$ cat config.mk
export PLATFORM = sky130hd
export DESIGN_NAME = tlic_ctrl
export DESIGN_NICKNAME = d
export VERILOG_FILES = /design/src/hw/tlic_pkg.sv /design/src/hw/tlic_ctrl.sv /design/src/hw/tlic_edge.sv /design/src/hw/tlic_sync.sv
export SDC_FILE = /design/constraint.sdc
export NUM_CORES = 1
export LEC_CHECK = 0
export ABC_AREA = 0
export BUFFER_PORTS_ARGS = -buffer_cell sky130_fd_sc_hd__buf_2
export CORE_ASPECT_RATIO = 1.5
export CORE_UTILIZATION = 32
export CTS_BUF_LIST = sky130_fd_sc_hd__clkbuf_8
export DETAILED_ROUTE_END_ITERATION = 7
export PLACE_DENSITY_LB_ADDON = 0.08
export SYNTH_ARGS = -nofsm -noshare
export SYNTH_HDL_FRONTEND = slang
export SYNTH_HIERARCHICAL = 1
export SYNTH_SLANG_ARGS = --single-unit
$ cat constraint.sdc
create_clock -name clk -period 2.88 [get_ports clk]
set_input_delay 0.576 -clock clk [delete_from_list [all_inputs] [get_ports clk]]
set_output_delay 0.576 -clock clk [all_outputs]
set_load 0.03 [all_outputs]
$ cat src/hw/tlic_pkg.sv
package tlic_pkg;

    // ------------------------------------------------------------
    // sources
    // ------------------------------------------------------------
    localparam int NUM_SRC = 8;
    localparam int NUM_PERIPH_FIRST = 4;
    localparam logic [7:0] SRC_IS_PERIPH = 8'hf0;

    // ------------------------------------------------------------
    // vectors
    // ------------------------------------------------------------
    localparam logic [23:0] VEC_HIGH = 24'h000008;
    localparam logic [23:0] VEC_LOW = 24'h000018;

    // ------------------------------------------------------------
    // apb register offsets
    // ------------------------------------------------------------
    localparam logic [7:0] OFS_IRQ_CTRL = 8'h00;
    localparam logic [7:0] OFS_RST_CTRL = 8'h04;
    localparam logic [7:0] OFS_FLAG = 8'h08;
    localparam logic [7:0] OFS_ENABLE = 8'h0c;
    localparam logic [7:0] OFS_PRIO = 8'h10;
    localparam logic [7:0] OFS_STATUS = 8'h14;
    localparam logic [7:0] OFS_EVT_STAT = 8'h18;
    localparam logic [7:0] OFS_EVT_MASK = 8'h1c;

    // ------------------------------------------------------------
    // field positions
    // ------------------------------------------------------------
    localparam int BIT_GIE_HIGH = 7;
    localparam int BIT_GIE_LOW = 6;
    localparam int BIT_PRIO_MODE = 7;

    // ------------------------------------------------------------
    // reset values and timing
    // ------------------------------------------------------------
    localparam logic [7:0] RST_IRQ_CTRL = 8'h00;
    localparam logic [7:0] RST_RST_CTRL = 8'h00;
    localparam logic [7:0] RST_PRIO = 8'hff;
    localparam logic [1:0] LATENCY_WAIT = 2'h2;

    typedef enum logic [1:0] {EVT_VEC_HIGH, EVT_VEC_LOW, EVT_RETURN, EVT_PREEMPT} tlic_evt_t;

endpackage

$ cat src/hw/tlic_ctrl.sv
// The register offsets and the APB register port are this design's own decisions.
`timescale 1ns/100ps
module tlic_ctrl
(
    // clock and reset
    input wire logic clk,
    input wire logic sys_rst,
    input wire logic clkEn,
    // apb slave
    input wire logic psel,
    input wire logic penable,
    input wire logic pwrite,
    input wire logic [7:0] paddr,
    input wire logic [31:0] pwdata,
    output logic [31:0] prdata,
    output logic pready,
    output logic pslverr,
    // source event pins
    input wire logic [7:0] srcEventPin,
    // core sequencer
    input wire logic coreAck,
    input wire logic returnFromIrqInstr,
    output logic vecReq,
    output logic [23:0] vecAddr,
    output logic pushReturn,
    // interrupt line
    output logic irq
);

    // ------------------------------------------------------------
    // input conditioning
    // ------------------------------------------------------------
    logic [7:0] srcSync;
    logic [7:0] srcRise;

    tlic_sync uSync
    (
        .clk(clk),
        .sys_rst(sys_rst),
        .clkEn(clkEn),
        .asyncIn(srcEventPin),
        .syncOut(srcSync)
    );

    tlic_edge uEdge
    (
        .clk(clk),
        .sys_rst(sys_rst),
        .clkEn(clkEn),
        .level(srcSync),
        .rise(srcRise)
    );

    // ------------------------------------------------------------
    // registers
    // ------------------------------------------------------------
    logic [7:0] irqCtrl_q, irqCtrl_d;
    logic [7:0] rstCtrl_q;
    logic [7:0] flag_q, flag_d;
    logic [7:0] enable_q;
    logic [7:0] prio_q;
    logic [3:0] evtStat_q, evtStat_d;
    logic [3:0] evtMask_q;
    logic inHigh_q, inHigh_d;
    logic inLow_q, inLow_d;
    logic [1:0] wait_q, wait_d;
    logic vecReq_q, vecReq_d;
    logic [23:0] vecAddr_q, vecAddr_d;
    logic pushReturn_q, pushReturn_d;
    logic pendHigh_q, pendHigh_d;
    logic irq_q;
    logic [31:0] prdata_q;
    logic pready_q;
    logic pslverr_q;

    typedef enum logic [1:0] {ST_IDLE, ST_WAIT, ST_VECTOR} tlic_state_t;
    tlic_state_t state_q, state_d;

    // ------------------------------------------------------------
    // bus decode
    // ------------------------------------------------------------
    function automatic logic hitOfs(input logic [7:0] a, input logic [7:0] ofs);
        hitOfs = (a == ofs);
    endfunction

    wire busSetup = psel && !penable;
    // writes land on the access edge, where the master sees ready
    wire wrEn = psel && penable && pwrite && pready_q;
    wire rdEn = busSetup && !pwrite;
    wire wrIrqCtrl = wrEn && hitOfs(paddr, tlic_pkg::OFS_IRQ_CTRL);
    wire wrRstCtrl = wrEn && hitOfs(paddr, tlic_pkg::OFS_RST_CTRL);
    wire wrFlag = wrEn && hitOfs(paddr, tlic_pkg::OFS_FLAG);
    wire wrEnable = wrEn && hitOfs(paddr, tlic_pkg::OFS_ENABLE);
    wire wrPrio = wrEn && hitOfs(paddr, tlic_pkg::OFS_PRIO);
    wire wrEvtMask = wrEn && hitOfs(paddr, tlic_pkg::OFS_EVT_MASK);
    wire rdEvtStat = rdEn && hitOfs(paddr, tlic_pkg::OFS_EVT_STAT);
    wire addrMapped = paddr[1:0] == 2'h0 && paddr <= tlic_pkg::OFS_EVT_MASK;

    // ------------------------------------------------------------
    // request qualification
    // ------------------------------------------------------------
    wire prioMode = rstCtrl_q[tlic_pkg::BIT_PRIO_MODE];
    wire gieHigh = irqCtrl_q[tlic_pkg::BIT_GIE_HIGH];
    wire gieLow = irqCtrl_q[tlic_pkg::BIT_GIE_LOW];
    wire [7:0] active = flag_q & enable_q;
    // compatibility: peripherals need bit6 too, all need bit7
    wire [7:0] compGate = {8{gieHigh}} & (~tlic_pkg::SRC_IS_PERIPH | {8{gieLow}});
    // priority mode: set prio bit uses high enable, clear uses low enable
    wire [7:0] prioGateH = {8{gieHigh}} & prio_q;
    wire [7:0] prioGateL = {8{gieLow}} & ~prio_q;
    wire reqHigh = prioMode ? |(active & prioGateH) : |(active & compGate);
    wire reqLow = prioMode && |(active & prioGateL) && !inLow_q && !inHigh_q;
    // high may interrupt low service, never itself
    wire takeHigh = reqHigh && !inHigh_q;
    wire takeAny = takeHigh || reqLow;
    wire [7:0] vecNext = (pendHigh_q) ? tlic_pkg::VEC_HIGH[7:0] : tlic_pkg::VEC_LOW[7:0];

    // ------------------------------------------------------------
    // next state
    // ------------------------------------------------------------
    always_comb
    begin
        state_d = state_q;
        irqCtrl_d = irqCtrl_q;
        inHigh_d = inHigh_q;
        inLow_d = inLow_q;
        wait_d = wait_q;
        vecReq_d = vecReq_q;
        vecAddr_d = vecAddr_q;
        pushReturn_d = 1'b0;
        pendHigh_d = pendHigh_q;
        evtStat_d = evtStat_q;
        flag_d = flag_q;
        if (wrIrqCtrl)
            irqCtrl_d = pwdata[7:0];
        if (wrFlag)
            flag_d = pwdata[7:0];
        if (rdEvtStat)
            evtStat_d = 4'h0;
        flag_d = flag_d | srcRise;
        if (returnFromIrqInstr)
        begin
            // re-enable the level being left
            if (!prioMode || inHigh_q)
            begin
                irqCtrl_d[tlic_pkg::BIT_GIE_HIGH] = 1'b1;
                inHigh_d = 1'b0;
            end
            else
            begin
                irqCtrl_d[tlic_pkg::BIT_GIE_LOW] = 1'b1;
                inLow_d = 1'b0;
            end
            evtStat_d[tlic_pkg::EVT_RETURN] = 1'b1;
        end
        case (state_q)
            ST_IDLE:
            begin
                if (takeAny)
                begin
                    // high wins a tie, low stays pending
                    pendHigh_d = takeHigh;
                    if (takeHigh)
                    begin
                        irqCtrl_d[tlic_pkg::BIT_GIE_HIGH] = 1'b0;
                        inHigh_d = 1'b1;
                        if (inLow_q)
                            evtStat_d[tlic_pkg::EVT_PREEMPT] = 1'b1;
                    end
                    else
                    begin
                        irqCtrl_d[tlic_pkg::BIT_GIE_LOW] = 1'b0;
                        inLow_d = 1'b1;
                    end
                    wait_d = tlic_pkg::LATENCY_WAIT;
                    state_d = ST_WAIT;
                end
            end
            ST_WAIT:
            begin
                if (wait_q == 2'h1)
                begin
                    vecReq_d = 1'b1;
                    vecAddr_d = {16'h0000, vecNext};
                    pushReturn_d = 1'b1;
                    evtStat_d[pendHigh_q ? tlic_pkg::EVT_VEC_HIGH : tlic_pkg::EVT_VEC_LOW] = 1'b1;
                    state_d = ST_VECTOR;
                end
                wait_d = wait_q - 2'h1;
            end
            ST_VECTOR:
            begin
                if (coreAck)
                begin
                    vecReq_d = 1'b0;
                    state_d = ST_IDLE;
                end
            end
            default:
                state_d = ST_IDLE;
        endcase
    end

    // ------------------------------------------------------------
    // state registers
    // ------------------------------------------------------------
    always_ff @(posedge clk)
    begin
        if (sys_rst)
        begin
            state_q <= ST_IDLE;
            irqCtrl_q <= tlic_pkg::RST_IRQ_CTRL;
            rstCtrl_q <= tlic_pkg::RST_RST_CTRL;
            flag_q <= 8'h00;
            enable_q <= 8'h00;
            prio_q <= tlic_pkg::RST_PRIO;
            evtStat_q <= 4'h0;
            evtMask_q <= 4'h0;
            inHigh_q <= 1'b0;
            inLow_q <= 1'b0;
            wait_q <= 2'h0;
            vecReq_q <= 1'b0;
            vecAddr_q <= 24'h000000;
            pushReturn_q <= 1'b0;
            pendHigh_q <= 1'b0;
        end
        else if (clkEn)
        begin
            state_q <= state_d;
            irqCtrl_q <= irqCtrl_d;
            flag_q <= flag_d;
            evtStat_q <= evtStat_d;
            inHigh_q <= inHigh_d;
            inLow_q <= inLow_d;
            wait_q <= wait_d;
            vecReq_q <= vecReq_d;
            vecAddr_q <= vecAddr_d;
            pushReturn_q <= pushReturn_d;
            pendHigh_q <= pendHigh_d;
            if (wrRstCtrl)
                rstCtrl_q <= pwdata[7:0];
            if (wrEnable)
                enable_q <= pwdata[7:0];
            if (wrPrio)
                prio_q <= pwdata[7:0];
            if (wrEvtMask)
                evtMask_q <= pwdata[3:0];
        end
    end

    // ------------------------------------------------------------
    // read path and outputs
    // ------------------------------------------------------------
    logic [31:0] rdMux;
    always_comb
    begin
        case (paddr)
            tlic_pkg::OFS_IRQ_CTRL: rdMux = {24'h000000, irqCtrl_q};
            tlic_pkg::OFS_RST_CTRL: rdMux = {24'h000000, rstCtrl_q};
            tlic_pkg::OFS_FLAG: rdMux = {24'h000000, flag_q};
            tlic_pkg::OFS_ENABLE: rdMux = {24'h000000, enable_q};
            tlic_pkg::OFS_PRIO: rdMux = {24'h000000, prio_q};
            tlic_pkg::OFS_STATUS: rdMux = {28'h0000000, pendHigh_q, inLow_q, inHigh_q, prioMode};
            tlic_pkg::OFS_EVT_STAT: rdMux = {28'h0000000, evtStat_q};
            tlic_pkg::OFS_EVT_MASK: rdMux = {28'h0000000, evtMask_q};
            default: rdMux = 32'h00000000;
        endcase
    end

    // no wait state: data captured in setup, ready in the first access cycle
    always_ff @(posedge clk)
    begin
        if (sys_rst)
        begin
            prdata_q <= 32'h00000000;
            pready_q <= 1'b0;
            pslverr_q <= 1'b0;
            irq_q <= 1'b0;
        end
        else if (clkEn)
        begin
            pready_q <= busSetup;
            pslverr_q <= busSetup && !addrMapped;
            if (rdEn)
                prdata_q <= rdMux;
            irq_q <= |(evtStat_d & evtMask_q);
        end
    end

    assign prdata = prdata_q;
    assign pready = pready_q;
    assign pslverr = pslverr_q;
    assign vecReq = vecReq_q;
    assign vecAddr = vecAddr_q;
    assign pushReturn = pushReturn_q;
    assign irq = irq_q;
endmodule // tlic_ctrl

$ cat src/hw/tlic_edge.sv
`timescale 1ns/100ps
module tlic_edge
(
    // clock
    input wire logic clk,
    input wire logic sys_rst,
    input wire logic clkEn,
    // levels in, pulses out
    input wire logic [7:0] level,
    output logic [7:0] rise
);
    logic [7:0] prev_q;

    always_ff @(posedge clk)
    begin
        if (sys_rst)
            prev_q <= 8'h00;
        else if (clkEn)
            prev_q <= level;
    end

    assign rise = level & ~prev_q;
endmodule // tlic_edge

$ cat src/hw/tlic_sync.sv
`timescale 1ns/100ps
module tlic_sync
(
    // clock
    input wire logic clk,
    input wire logic sys_rst,
    input wire logic clkEn,
    // data
    input wire logic [7:0] asyncIn,
    output logic [7:0] syncOut
);
    logic [7:0] stage1_q;
    logic [7:0] stage2_q;

    always_ff @(posedge clk)
    begin
        if (sys_rst)
        begin
            stage1_q <= 8'h00;
            stage2_q <= 8'h00;
        end
        else if (clkEn)
        begin
            stage1_q <= asyncIn;
            stage2_q <= stage1_q;
        end
    end

    assign syncOut = stage2_q;
endmodule // tlic_sync

* Word-level counts from Yosys, hierarchy flattened
Cells that the tools add are included.
** Cells by class
- Add/sub/neg operators :: 1
- $lt $le $gt $ge :: 3
- Equal/unequal tests :: 13
- Muxes and demuxes :: 44
- Bitwise gates (word level) :: 13
- Reductions and logical operators :: 47
** Operators with widths (number)
- bitwise AND 8 bit :: 8
- one-hot mux 8 bit (8 select lines) :: 1
- equality test 8 x 5 -> 1 bit (second input constant) :: 4
- 2-to-1 mux 1 bit :: 25
- OR reduction 8 bit :: 3
- logical AND 1 bit :: 19
- equality test 8 x 4 -> 1 bit (second input constant) :: 2
- 2-to-1 mux 8 bit :: 2
- NOT 8 bit :: 2
- 2-to-1 mux 2 bit :: 7
- AND reduction 2 bit :: 6
- AND reduction 3 bit :: 3
- equality test 8 x 3 -> 1 bit (second input constant) :: 1
- less-or-equal comparator 8 x 5 -> 1 bit (second input constant) :: 1
- logical NOT 8 bit :: 1
- 2-to-1 mux 4 bit :: 2
- OR 8 bit :: 1
- AND reduction 4 bit :: 2
- logical NOT 1 bit :: 6
- inequality test 2 bit (second input constant) :: 3
- one-hot mux 2 bit (3 select lines) :: 1
- 2-to-1 mux 5 bit :: 1
- bitwise AND 4 bit :: 1
- equality test 2 x 1 -> 1 bit (second input constant) :: 2
- 13 further kinds :: 17
** Storage, ports and cells
- Flip-flop bits (word level) :: 124
- Bits of input ports :: 56
- Output and inout port bits :: 61
- Logic and storage cells :: 144

* Logic depth before layout (Yosys ltp)
Gate-level depths: netlist of run 1.
- Depth in word-level cells :: 12
- Mapped depth :: 7

* Cells and area by module
Netlist of run 1, hierarchy kept.
** By module, submodules not included
- tlic_ctrl :: instances 1, cells an instance 428, area each 3752.3 um2
- tlic_sync :: instances 1, cells an instance 52, area each 580.6 um2
- tlic_edge :: instances 1, cells an instance 34, area each 335.3 um2

* Least setup slack after synthesis of run 1
No wires, ideal clock.
- Path kind :: input -> register
- Start point :: input port paddr[2]
- End point :: register flag_q[7]
- Setup time :: 0.132 ns
- Arrival time :: 1.927 ns
- Required time :: 2.748 ns
- Slack :: 0.821 ns
- Stages :: 5
- Path buffers :: 0
- Cell sequence :: nor4b_1 -> nor3b_2 -> nand3_2 -> mux2i_1 -> a21oi_1
** Between the ends
- Word-level cells in the longest chain between the ends :: 4
** Ends and longest elaborated chain
- from (decl) :: RTL line tlic_ctrl.sv:13 : input wire logic [7:0] paddr,
- equality test 8 x 4 -> 1 bit :: RTL line tlic_ctrl.sv:83 : hitOfs = (a == ofs);
- logical AND 1 bit :: RTL line tlic_ctrl.sv:92 : wire wrFlag = wrEn && hitOfs(paddr, tlic_pkg::OFS_FLAG);
- 2-to-1 mux 8 bit :: RTL line tlic_ctrl.sv:136 : if (wrFlag)
- OR 8 bit :: RTL line tlic_ctrl.sv:140 : flag_d = flag_d | srcRise;
- to (signal assigned) :: RTL line tlic_ctrl.sv:231 : flag_q <= flag_d;
- to (decl) :: RTL line tlic_ctrl.sv:59 : logic [7:0] flag_q, flag_d;
Every way passes these cells.
A chain may end at the register's enable or synchronous reset.

* Final worst setup path of run 1
- Start point :: input port paddr[3]
- End point :: register prio_q[5]
** Between the ends
- Word-level cells in the longest chain between the ends :: 3
** Ends and longest elaborated chain
- equality test 8 x 5 -> 1 bit :: RTL line tlic_ctrl.sv:83
- logical AND 1 bit :: RTL line tlic_ctrl.sv:94 : wire wrPrio = wrEn && hitOfs(paddr, tlic_pkg::OFS_PRIO);
- AND reduction 2 bit (no line)
- to (signal assigned) :: RTL line tlic_ctrl.sv:216 : prio_q <= tlic_pkg::RST_PRIO;
- to (signal assigned) :: RTL line tlic_ctrl.sv:245 : prio_q <= pwdata[7:0];
- to (decl) :: RTL line tlic_ctrl.sv:61 : logic [7:0] prio_q;
Every way passes these cells.

==> results.sh, run 1 <==
export IMPL_switching_share_pct=26.8
export IMPL_grt_pass1_vias=3384
export IMPL_postCtsSetupBuffers=0
export IMPL_synth_top_family_by_area="simple AND/OR/NAND/NOR gates"
export IMPL_synth_seq_area_share_pct=40.3
export IMPL_p_leak_nw=2.04
export IMPL_drtIter0Drc=224
export IMPL_synth_edf_count=0
export IMPL_synth_area_mux_share_pct=15.1
export IMPL_yosysWarnings=6
export IMPL_root_buffer="clkbuf_8"
export IMPL_crit_required_ns=3.15
export IMPL_p_clk_share_pct=38.1
export IMPL_clock_skew_ns=0.00709
export IMPL_grt_ovfl_total=0
export IMPL_pwr_share_seq_pct=52.2
export IMPL_syn_inst=514
export IMPL_cts_buffers=9
export IMPL_viasPerCell=4.91
export IMPL_gp_congestion=0.811
export IMPL_peakVddDrop_mv=0.265
export IMPL_pin_count=117
export IMPL_grtUsageTotal_pct=17.0
export IMPL_diodes=0
export IMPL_multi_input_area_mm2=0.00245
export IMPL_cts_hold_buf=0
export IMPL_synthDistinctLibCells=56
export IMPL_ys_seq_elements=94
export IMPL_cts_resized=0
export IMPL_synth_top_cell_area_share_pct=40.3
export IMPL_cp_max_fo=16
export IMPL_setup_tns_ns=0
export IMPL_fin_crit_ns=2.12
export IMPL_slew_headroom_pct=50.8
export IMPL_die_area_mm2=0.0151
export IMPL_crit_type="in -> reg"
export IMPL_cts_tree="yes"
export IMPL_hold_start="srcEventPin[1]"
export IMPL_power_frac_comb_pct=9.7
export IMPL_min_period_over_period_pct=73.7
export IMPL_final_hold_violation_count=0
export IMPL_area_delta_synth_final_pct=9.65
export IMPL_fp_row_count=53
export IMPL_dp_hpwl_um=9110
export IMPL_synthesis_area_mm2=0.00467
export IMPL_slew_violations=0
export IMPL_layout_drive_gt1_share_pct=15.5
export IMPL_finalSetupViolations=0
export IMPL_die_x_um=101
export IMPL_synth_common_cells="dfxtp_1, mux2i_1, nor2_1"
export IMPL_firstDrtPassIters=4
export IMPL_wire_per_inst_um=16.2
export IMPL_yosysMostFrequentCell="dfxtp_1"
export IMPL_final_nets=613
export IMPL_hold_class="in -> reg"
export IMPL_whs_path_depth=3
export IMPL_worstSkewPairLatency_ns=0.37
export IMPL_rrSetupSlack_ns=0.83
export IMPL_synthXorXnorAreaFrac_pct=0
export IMPL_io_buffers=46
export IMPL_initial_utilization_pct=33.0
export IMPL_p_per_area_mw_per_mm2=498
export IMPL_grt_antenna_before_repair=0
export IMPL_synth_top_area_cell="dfxtp_1"
export IMPL_drt_wl_total_um=12200
export IMPL_status="finished clean"
export IMPL_rsz0062_at_grt="false"
export IMPL_regToRegEndpoint="wait_q[1]"
export IMPL_tightest_slew_ns=0.739
export IMPL_startpoint_type="primary input"
export IMPL_p_int_w=0.00187
export IMPL_switchingPower_w=0.000684
export IMPL_r2r_start="flag_q[7]"
export IMPL_fp_coreArea_mm2=0.0141
export IMPL_synth_compound_area_share_pct=13.0
export IMPL_reg2regPathDepth=5
export IMPL_worstHoldEndpoint="uSync/stage1_q[1]"
export IMPL_cts_buffer_depth=2
export IMPL_crit_arrival_ns=2.40
export IMPL_grt_pass1_wl_um=19000
export IMPL_drc=0
export IMPL_synthSimpleGateAreaFrac_pct=20.4
export IMPL_htreeDepth=3
export IMPL_async_reset_ff_share_pct=0
export IMPL_vias=3691
export IMPL_cap_violations=0
export IMPL_max_clock_freq_ghz=0.471
export IMPL_avgSynthCellArea_um2=9.08
export IMPL_fillCellCount=1492
export IMPL_cp_end_kind="flip-flop"
export IMPL_clk_pin_slew_ns=0.09
export IMPL_whs_ns=0.439
export IMPL_ys_flop_type="dfxtp_1"
export IMPL_grt_max_degree=54
export IMPL_synth_area_leaders="dfxtp_1, mux2i_1, buf_4"
export IMPL_die_h_um=150
export IMPL_synth_fa_ha_area_share_pct=0.268
export IMPL_antenna_left=0
export IMPL_cts_sinks=94
export IMPL_ff_latch_area_mm2=0.00188
worst max-delay path, stage by stage:
cell     delay [ns]
buf_2          0.17
nor2_1         0.31
and4_1         0.34
and3_1         0.60
nor2b_1        0.11
a211o_1        0.28
layer usage:
layer	GRT usage (%)	share of wire (%)
met1	19.3	41
met2	30.2	53
met3	2.52	3.0
met4	8.91	3.5
met5	0	0
registers in the layout, indices dropped and copies added, names as in the netlist, 2 cells and up:
| name | cells |
|---|---|
| wait_q | 2 |
| prio_q | 8 |
| flag_q | 8 |
| uSync/stage1_q | 8 |
| evtStat_q | 4 |
| vecAddr | 2 |
| prdata | 8 |
| evtMask_q | 4 |
| uEdge/prev_q | 8 |
| enable_q | 8 |
| irqCtrl_q | 8 |
| rstCtrl_q | 8 |
| uSync/syncOut | 8 |
| state_q | 2 |
logic make-up after synthesis:
kind of cell | count (synthesis)
simple gates | 188
other cells | 1
compound gates | 91
flops | 94
fa+ha+maj | 1
mux | 63
buf+inv | 76
through the flow:
stage               power, W  util [%]  instances  cell area, um^2  setup WS [ns]
floorplan            0.00159         -        559             4840          0.821
global placement     0.00161      34.8        737             4910          0.423
detailed placement   0.00161      34.8        737             4910          0.372
CTS                  0.00259      36.2        752             5120          0.775
global route         0.00265      36.2        752             5120          0.603
finish               0.00255      36.2        752             5120          0.756
how the worst max path moves through the flow:
stage              start  slack [ns]        end  cells past startpoint
6_report        paddr[3]        0.76  prio_q[5]                      6
3_5_place_dp    paddr[3]        0.37  prio_q[1]                      6
3_3_place_gp    paddr[3]        0.42  prio_q[4]                      6
2_1_floorplan   paddr[2]        0.82  flag_q[7]                      5
4_1_cts         paddr[3]        0.78  prio_q[5]                      6
5_1_grt        flag_q[7]        0.60  wait_q[1]                      5
power by group through the flow:
| stage | clock network (W) | logic (W) | registers [W] |
|---|---|---|---|
| 2_1_floorplan | 0 | 0.000231 | 0.00136 |
| 4_1_cts | 0.00101 | 0.000248 | 0.00133 |
| 6_report | 0.000972 | 0.000246 | 0.00133 |
| 3_3_place_gp | 0 | 0.000246 | 0.00136 |
| 5_1_grt | 0.00105 | 0.000270 | 0.00133 |
| 3_5_place_dp | 0 | 0.000247 | 0.00136 |
layout by cell type (no fill, tap or decap), types with 7 or more instances in the layout:
| cell | instances |
|---|---|
| o21ai_0 | 13 |
| a211o_1 | 9 |
| conb_1 | 46 |
| nand2_1 | 52 |
| buf_2 | 46 |
| a211oi_1 | 7 |
| buf_4 | 12 |
| nor3_1 | 9 |
| a21oi_1 | 29 |
| mux2i_1 | 57 |
| nor2b_1 | 18 |
| a22oi_1 | 7 |
| nor2_1 | 57 |
| nand3_1 | 14 |
| dfxtp_1 | 94 |
| clkbuf_8 | 9 |
layout make-up:
cell class | instances | area share (%)
multi-input cells | 389 | 47.9
clock inverters | 6 | 1.69
flip-flops and latches | 94 | 36.8
well taps | 192 | 4.69
inverters | 4 | 0.293
repair buffers | 58 | 6.26
clock buffers | 9 | 2.42
No activity file was read; power rests on OpenSTA's default activity.
==> inputs of run 2 (changes only) <==
--- a/config.mk
+++ b/config.mk
@@ -5,7 +5,7 @@
 export SDC_FILE = /design/constraint.sdc
 export NUM_CORES = 1
 export LEC_CHECK = 0
-export ABC_AREA = 0
+export ABC_AREA = 1
 export BUFFER_PORTS_ARGS = -buffer_cell sky130_fd_sc_hd__buf_2
 export CORE_ASPECT_RATIO = 1.5
 export CORE_UTILIZATION = 32
==> constraint.sdc (replaced) <==
create_clock -name clk -period 2 [get_ports clk]
set_input_delay 0.4 -clock clk [delete_from_list [all_inputs] [get_ports clk]]
set_output_delay 0.4 -clock clk [all_outputs]
set_load 0.03 [all_outputs]
==> results.sh, run 2 <==
export IMPL_grt_pass1_vias=4089
export IMPL_min_period_over_period_pct=83.4
export IMPL_fp_row_count=55
export IMPL_hold_start="srcEventPin[3]"
export IMPL_cpMaxStageDelayCell="dfxtp_1"
export IMPL_max_clock_freq_ghz=0.600
export IMPL_cts_sinks=94
export IMPL_synthDistinctLibCells=34
export IMPL_power_frac_comb_pct=11.5
export IMPL_setup_tns_ns=0
export IMPL_drt_wl_total_um=12400
export IMPL_drc=0
export IMPL_grt_pass1_wl_um=20600
export IMPL_p_int_w=0.00249
export IMPL_rsz0062_at_grt="false"
export IMPL_crit_arrival_ns=1.94
export IMPL_status="finished clean"
export IMPL_wire_per_inst_um=12.7
export IMPL_ys_flop_type="dfxtp_1"
export IMPL_synth_edf_count=0
export IMPL_grt_max_degree=49
export IMPL_switchingPower_w=0.00108
export IMPL_final_nets=834
export IMPL_avgSynthCellArea_um2=6.80
export IMPL_startpoint_type="flip-flop"
export IMPL_drtIter0Drc=234
export IMPL_clock_skew_ns=0.0134
export IMPL_cts_hold_buf=0
export IMPL_wl_met2_um=6430
export IMPL_die_h_um=155
export IMPL_grt_antenna_before_repair=0
export IMPL_yosysMostFrequentCell="nand2_1"
export IMPL_diodes=0
export IMPL_pre_cts_ws_ns=0.152
export IMPL_async_reset_ff_share_pct=0
export IMPL_fin_crit_ns=1.67
export IMPL_synthesis_area_mm2=0.00499
export IMPL_final_cell_area_mm2=0.00539
export IMPL_synth_top_cell_area_share_pct=37.7
export IMPL_antenna_left=0
export IMPL_synth_top_area_cell="dfxtp_1"
export IMPL_synth_seq_area_share_pct=37.7
export IMPL_grt_ovfl_total=0
export IMPL_whs_path_depth=5
export IMPL_cts_resized=0
export IMPL_r2r_start="enable_q[5]"
export IMPL_vias=4376
export IMPL_crit_required_ns=2.27
export IMPL_yosysWarnings=6
export IMPL_setup_slack_ns=0.332
export IMPL_final_common_cell="nand2_1"
export IMPL_dpl_cell_count=965
export IMPL_switching_share_pct=30.2
export IMPL_io_buffers=46
export IMPL_pin_count=117
export IMPL_p_leak_nw=2.64
export IMPL_cp_end_kind="flip-flop"
export IMPL_finalSetupViolations=0
export IMPL_cts_buffer_depth=2
export IMPL_cts_tree="yes"
export IMPL_crit_buf_inv=0
export IMPL_path_cells="nand2_1, nor2_1, nor2_1, nand3_1, nand3_1, nand3_1, nand2_1, nand2_1, nand2_1, nor2_1"
export IMPL_critPathTopFamily="simple AND/OR/NAND/NOR gates"
export IMPL_worstHoldEndpoint="uSync/stage1_q[3]"
export IMPL_syn_inst=735
export IMPL_instances_no_fill=981
export IMPL_postCtsSetupBuffers=0
export IMPL_cts_buffers=9
export IMPL_regToRegEndpoint="state_q[1]"
export IMPL_top_layer="met4"
export IMPL_cp_max_fo=5
export IMPL_most_common_layout_cells="nand2_1, dfxtp_1, nor2_1"
export IMPL_peakVddDrop_mv=0.311
export IMPL_initial_utilization_pct=33.0
export IMPL_dp_hpwl_um=9460
export IMPL_gp_congestion=0.874
export IMPL_layout_drive_gt1_share_pct=15.1
export IMPL_placed_area_mm2=0.00521
export IMPL_clk_pin_slew_ns=0.10
export IMPL_grtUsageTotal_pct=16.4
export IMPL_synth_area_leaders="dfxtp_1, nand2_1, buf_4"
export IMPL_die_x_um=104
export IMPL_hold_class="in -> reg"
export IMPL_slew_violations=0
export IMPL_worstSkewPairLatency_ns=0.37
export IMPL_crit_type="reg -> reg"
export IMPL_firstDrtPassIters=4
export IMPL_cp_common_cell="nand2_1"
export IMPL_viasPerCell=4.46
export IMPL_reg2regPathDepth=10
export IMPL_p_per_area_mw_per_mm2=662
export IMPL_ys_seq_elements=94
export IMPL_final_hold_violation_count=0
export IMPL_critPathMaxStageDelay_ns=0.36
export IMPL_root_buffer="clkbuf_8"
export IMPL_area_delta_synth_final_pct=7.84
export IMPL_rrSetupSlack_ns=0.33
export IMPL_p_clk_share_pct=33.9
export IMPL_die_area_mm2=0.0161
export IMPL_htreeDepth=3
export IMPL_wl_met3_um=432
export IMPL_cap_violations=0
export IMPL_wl_met1_um=5300
export IMPL_fp_coreArea_mm2=0.0151
export IMPL_synth_common_cells="nand2_1, dfxtp_1, nor2_1"
export IMPL_pwr_share_seq_pct=54.6
[run 2: per-stage QoR]
| step | total power, W | hold WS, ns | utilization [%] |
|---|---|---|---|
| floorplan | 0.00238 | 0.437 | - |
| global placement | 0.00240 | 0.445 | 34.4 |
| detailed placement | 0.00240 | 0.456 | 34.4 |
| CTS | 0.00363 | 0.294 | 35.6 |
| global route | 0.00379 | 0.314 | 35.6 |
| finish | 0.00356 | 0.313 | 35.6 |
[run 2: worst max-delay path by stage]
stage           startpoint  cells after the start  slack (ns)           to
3_3_place_gp      paddr[0]                     10        0.14    prdata[3]
6_report       enable_q[5]                     10        0.33   state_q[1]
2_1_floorplan       pready                      9        0.46  enable_q[5]
4_1_cts        enable_q[5]                     10        0.33   state_q[1]
5_1_grt        enable_q[4]                     10        0.10   state_q[1]
3_5_place_dp      paddr[5]                     12        0.15    prdata[3]
[run 2: area by class of cell]
class                           count  area [um^2]
Clock buffer                        9          124
Clock inverter                      7         56.3
Fill cell                        1695         9750
Inverter                           92          347
Multi-Input combinational cell    526         2430
Sequential cell                    94         1880
Tap cell                          199          249
Timing Repair Buffer               54          303
[run 2: kinds of logic (layout without fill, tap and decap cells)]
family,after synthesis,count (layout),share of synthesized area (%)
other,1,46,0.0751
and+or+nand+nor,352,352,30.8
AOI/OAI and AO/OA,127,127,14.1
DFF,94,94,37.7
adders and majority gates,1,1,0.250
buffers and inverters,160,162,17.1
[run 2: worst min-delay path: cells and delay by family]
kind	cells	cell delay, ns
buffers and inverters	2	0.10
AND/OR/NAND/NOR	3	0.15
[run 2: metal layers]
metal / vias to the layer above / GRT usage [%]
met3: 14 / 2.97
met5: - / 0
met1: 1941 / 18.6
met2: 118 / 29.3
met4: 0 / 8.03
li1: 2303 / -
[run 2: power groups by stage]
stage          combinational [W]  clock, W  sequential [W]
5_1_grt                 0.000461   0.00137         0.00196
6_report                0.000409   0.00121         0.00195
4_1_cts                 0.000414   0.00127         0.00195
3_3_place_gp            0.000407         0         0.00199
3_5_place_dp            0.000412         0         0.00199
2_1_floorplan           0.000387         0         0.00199
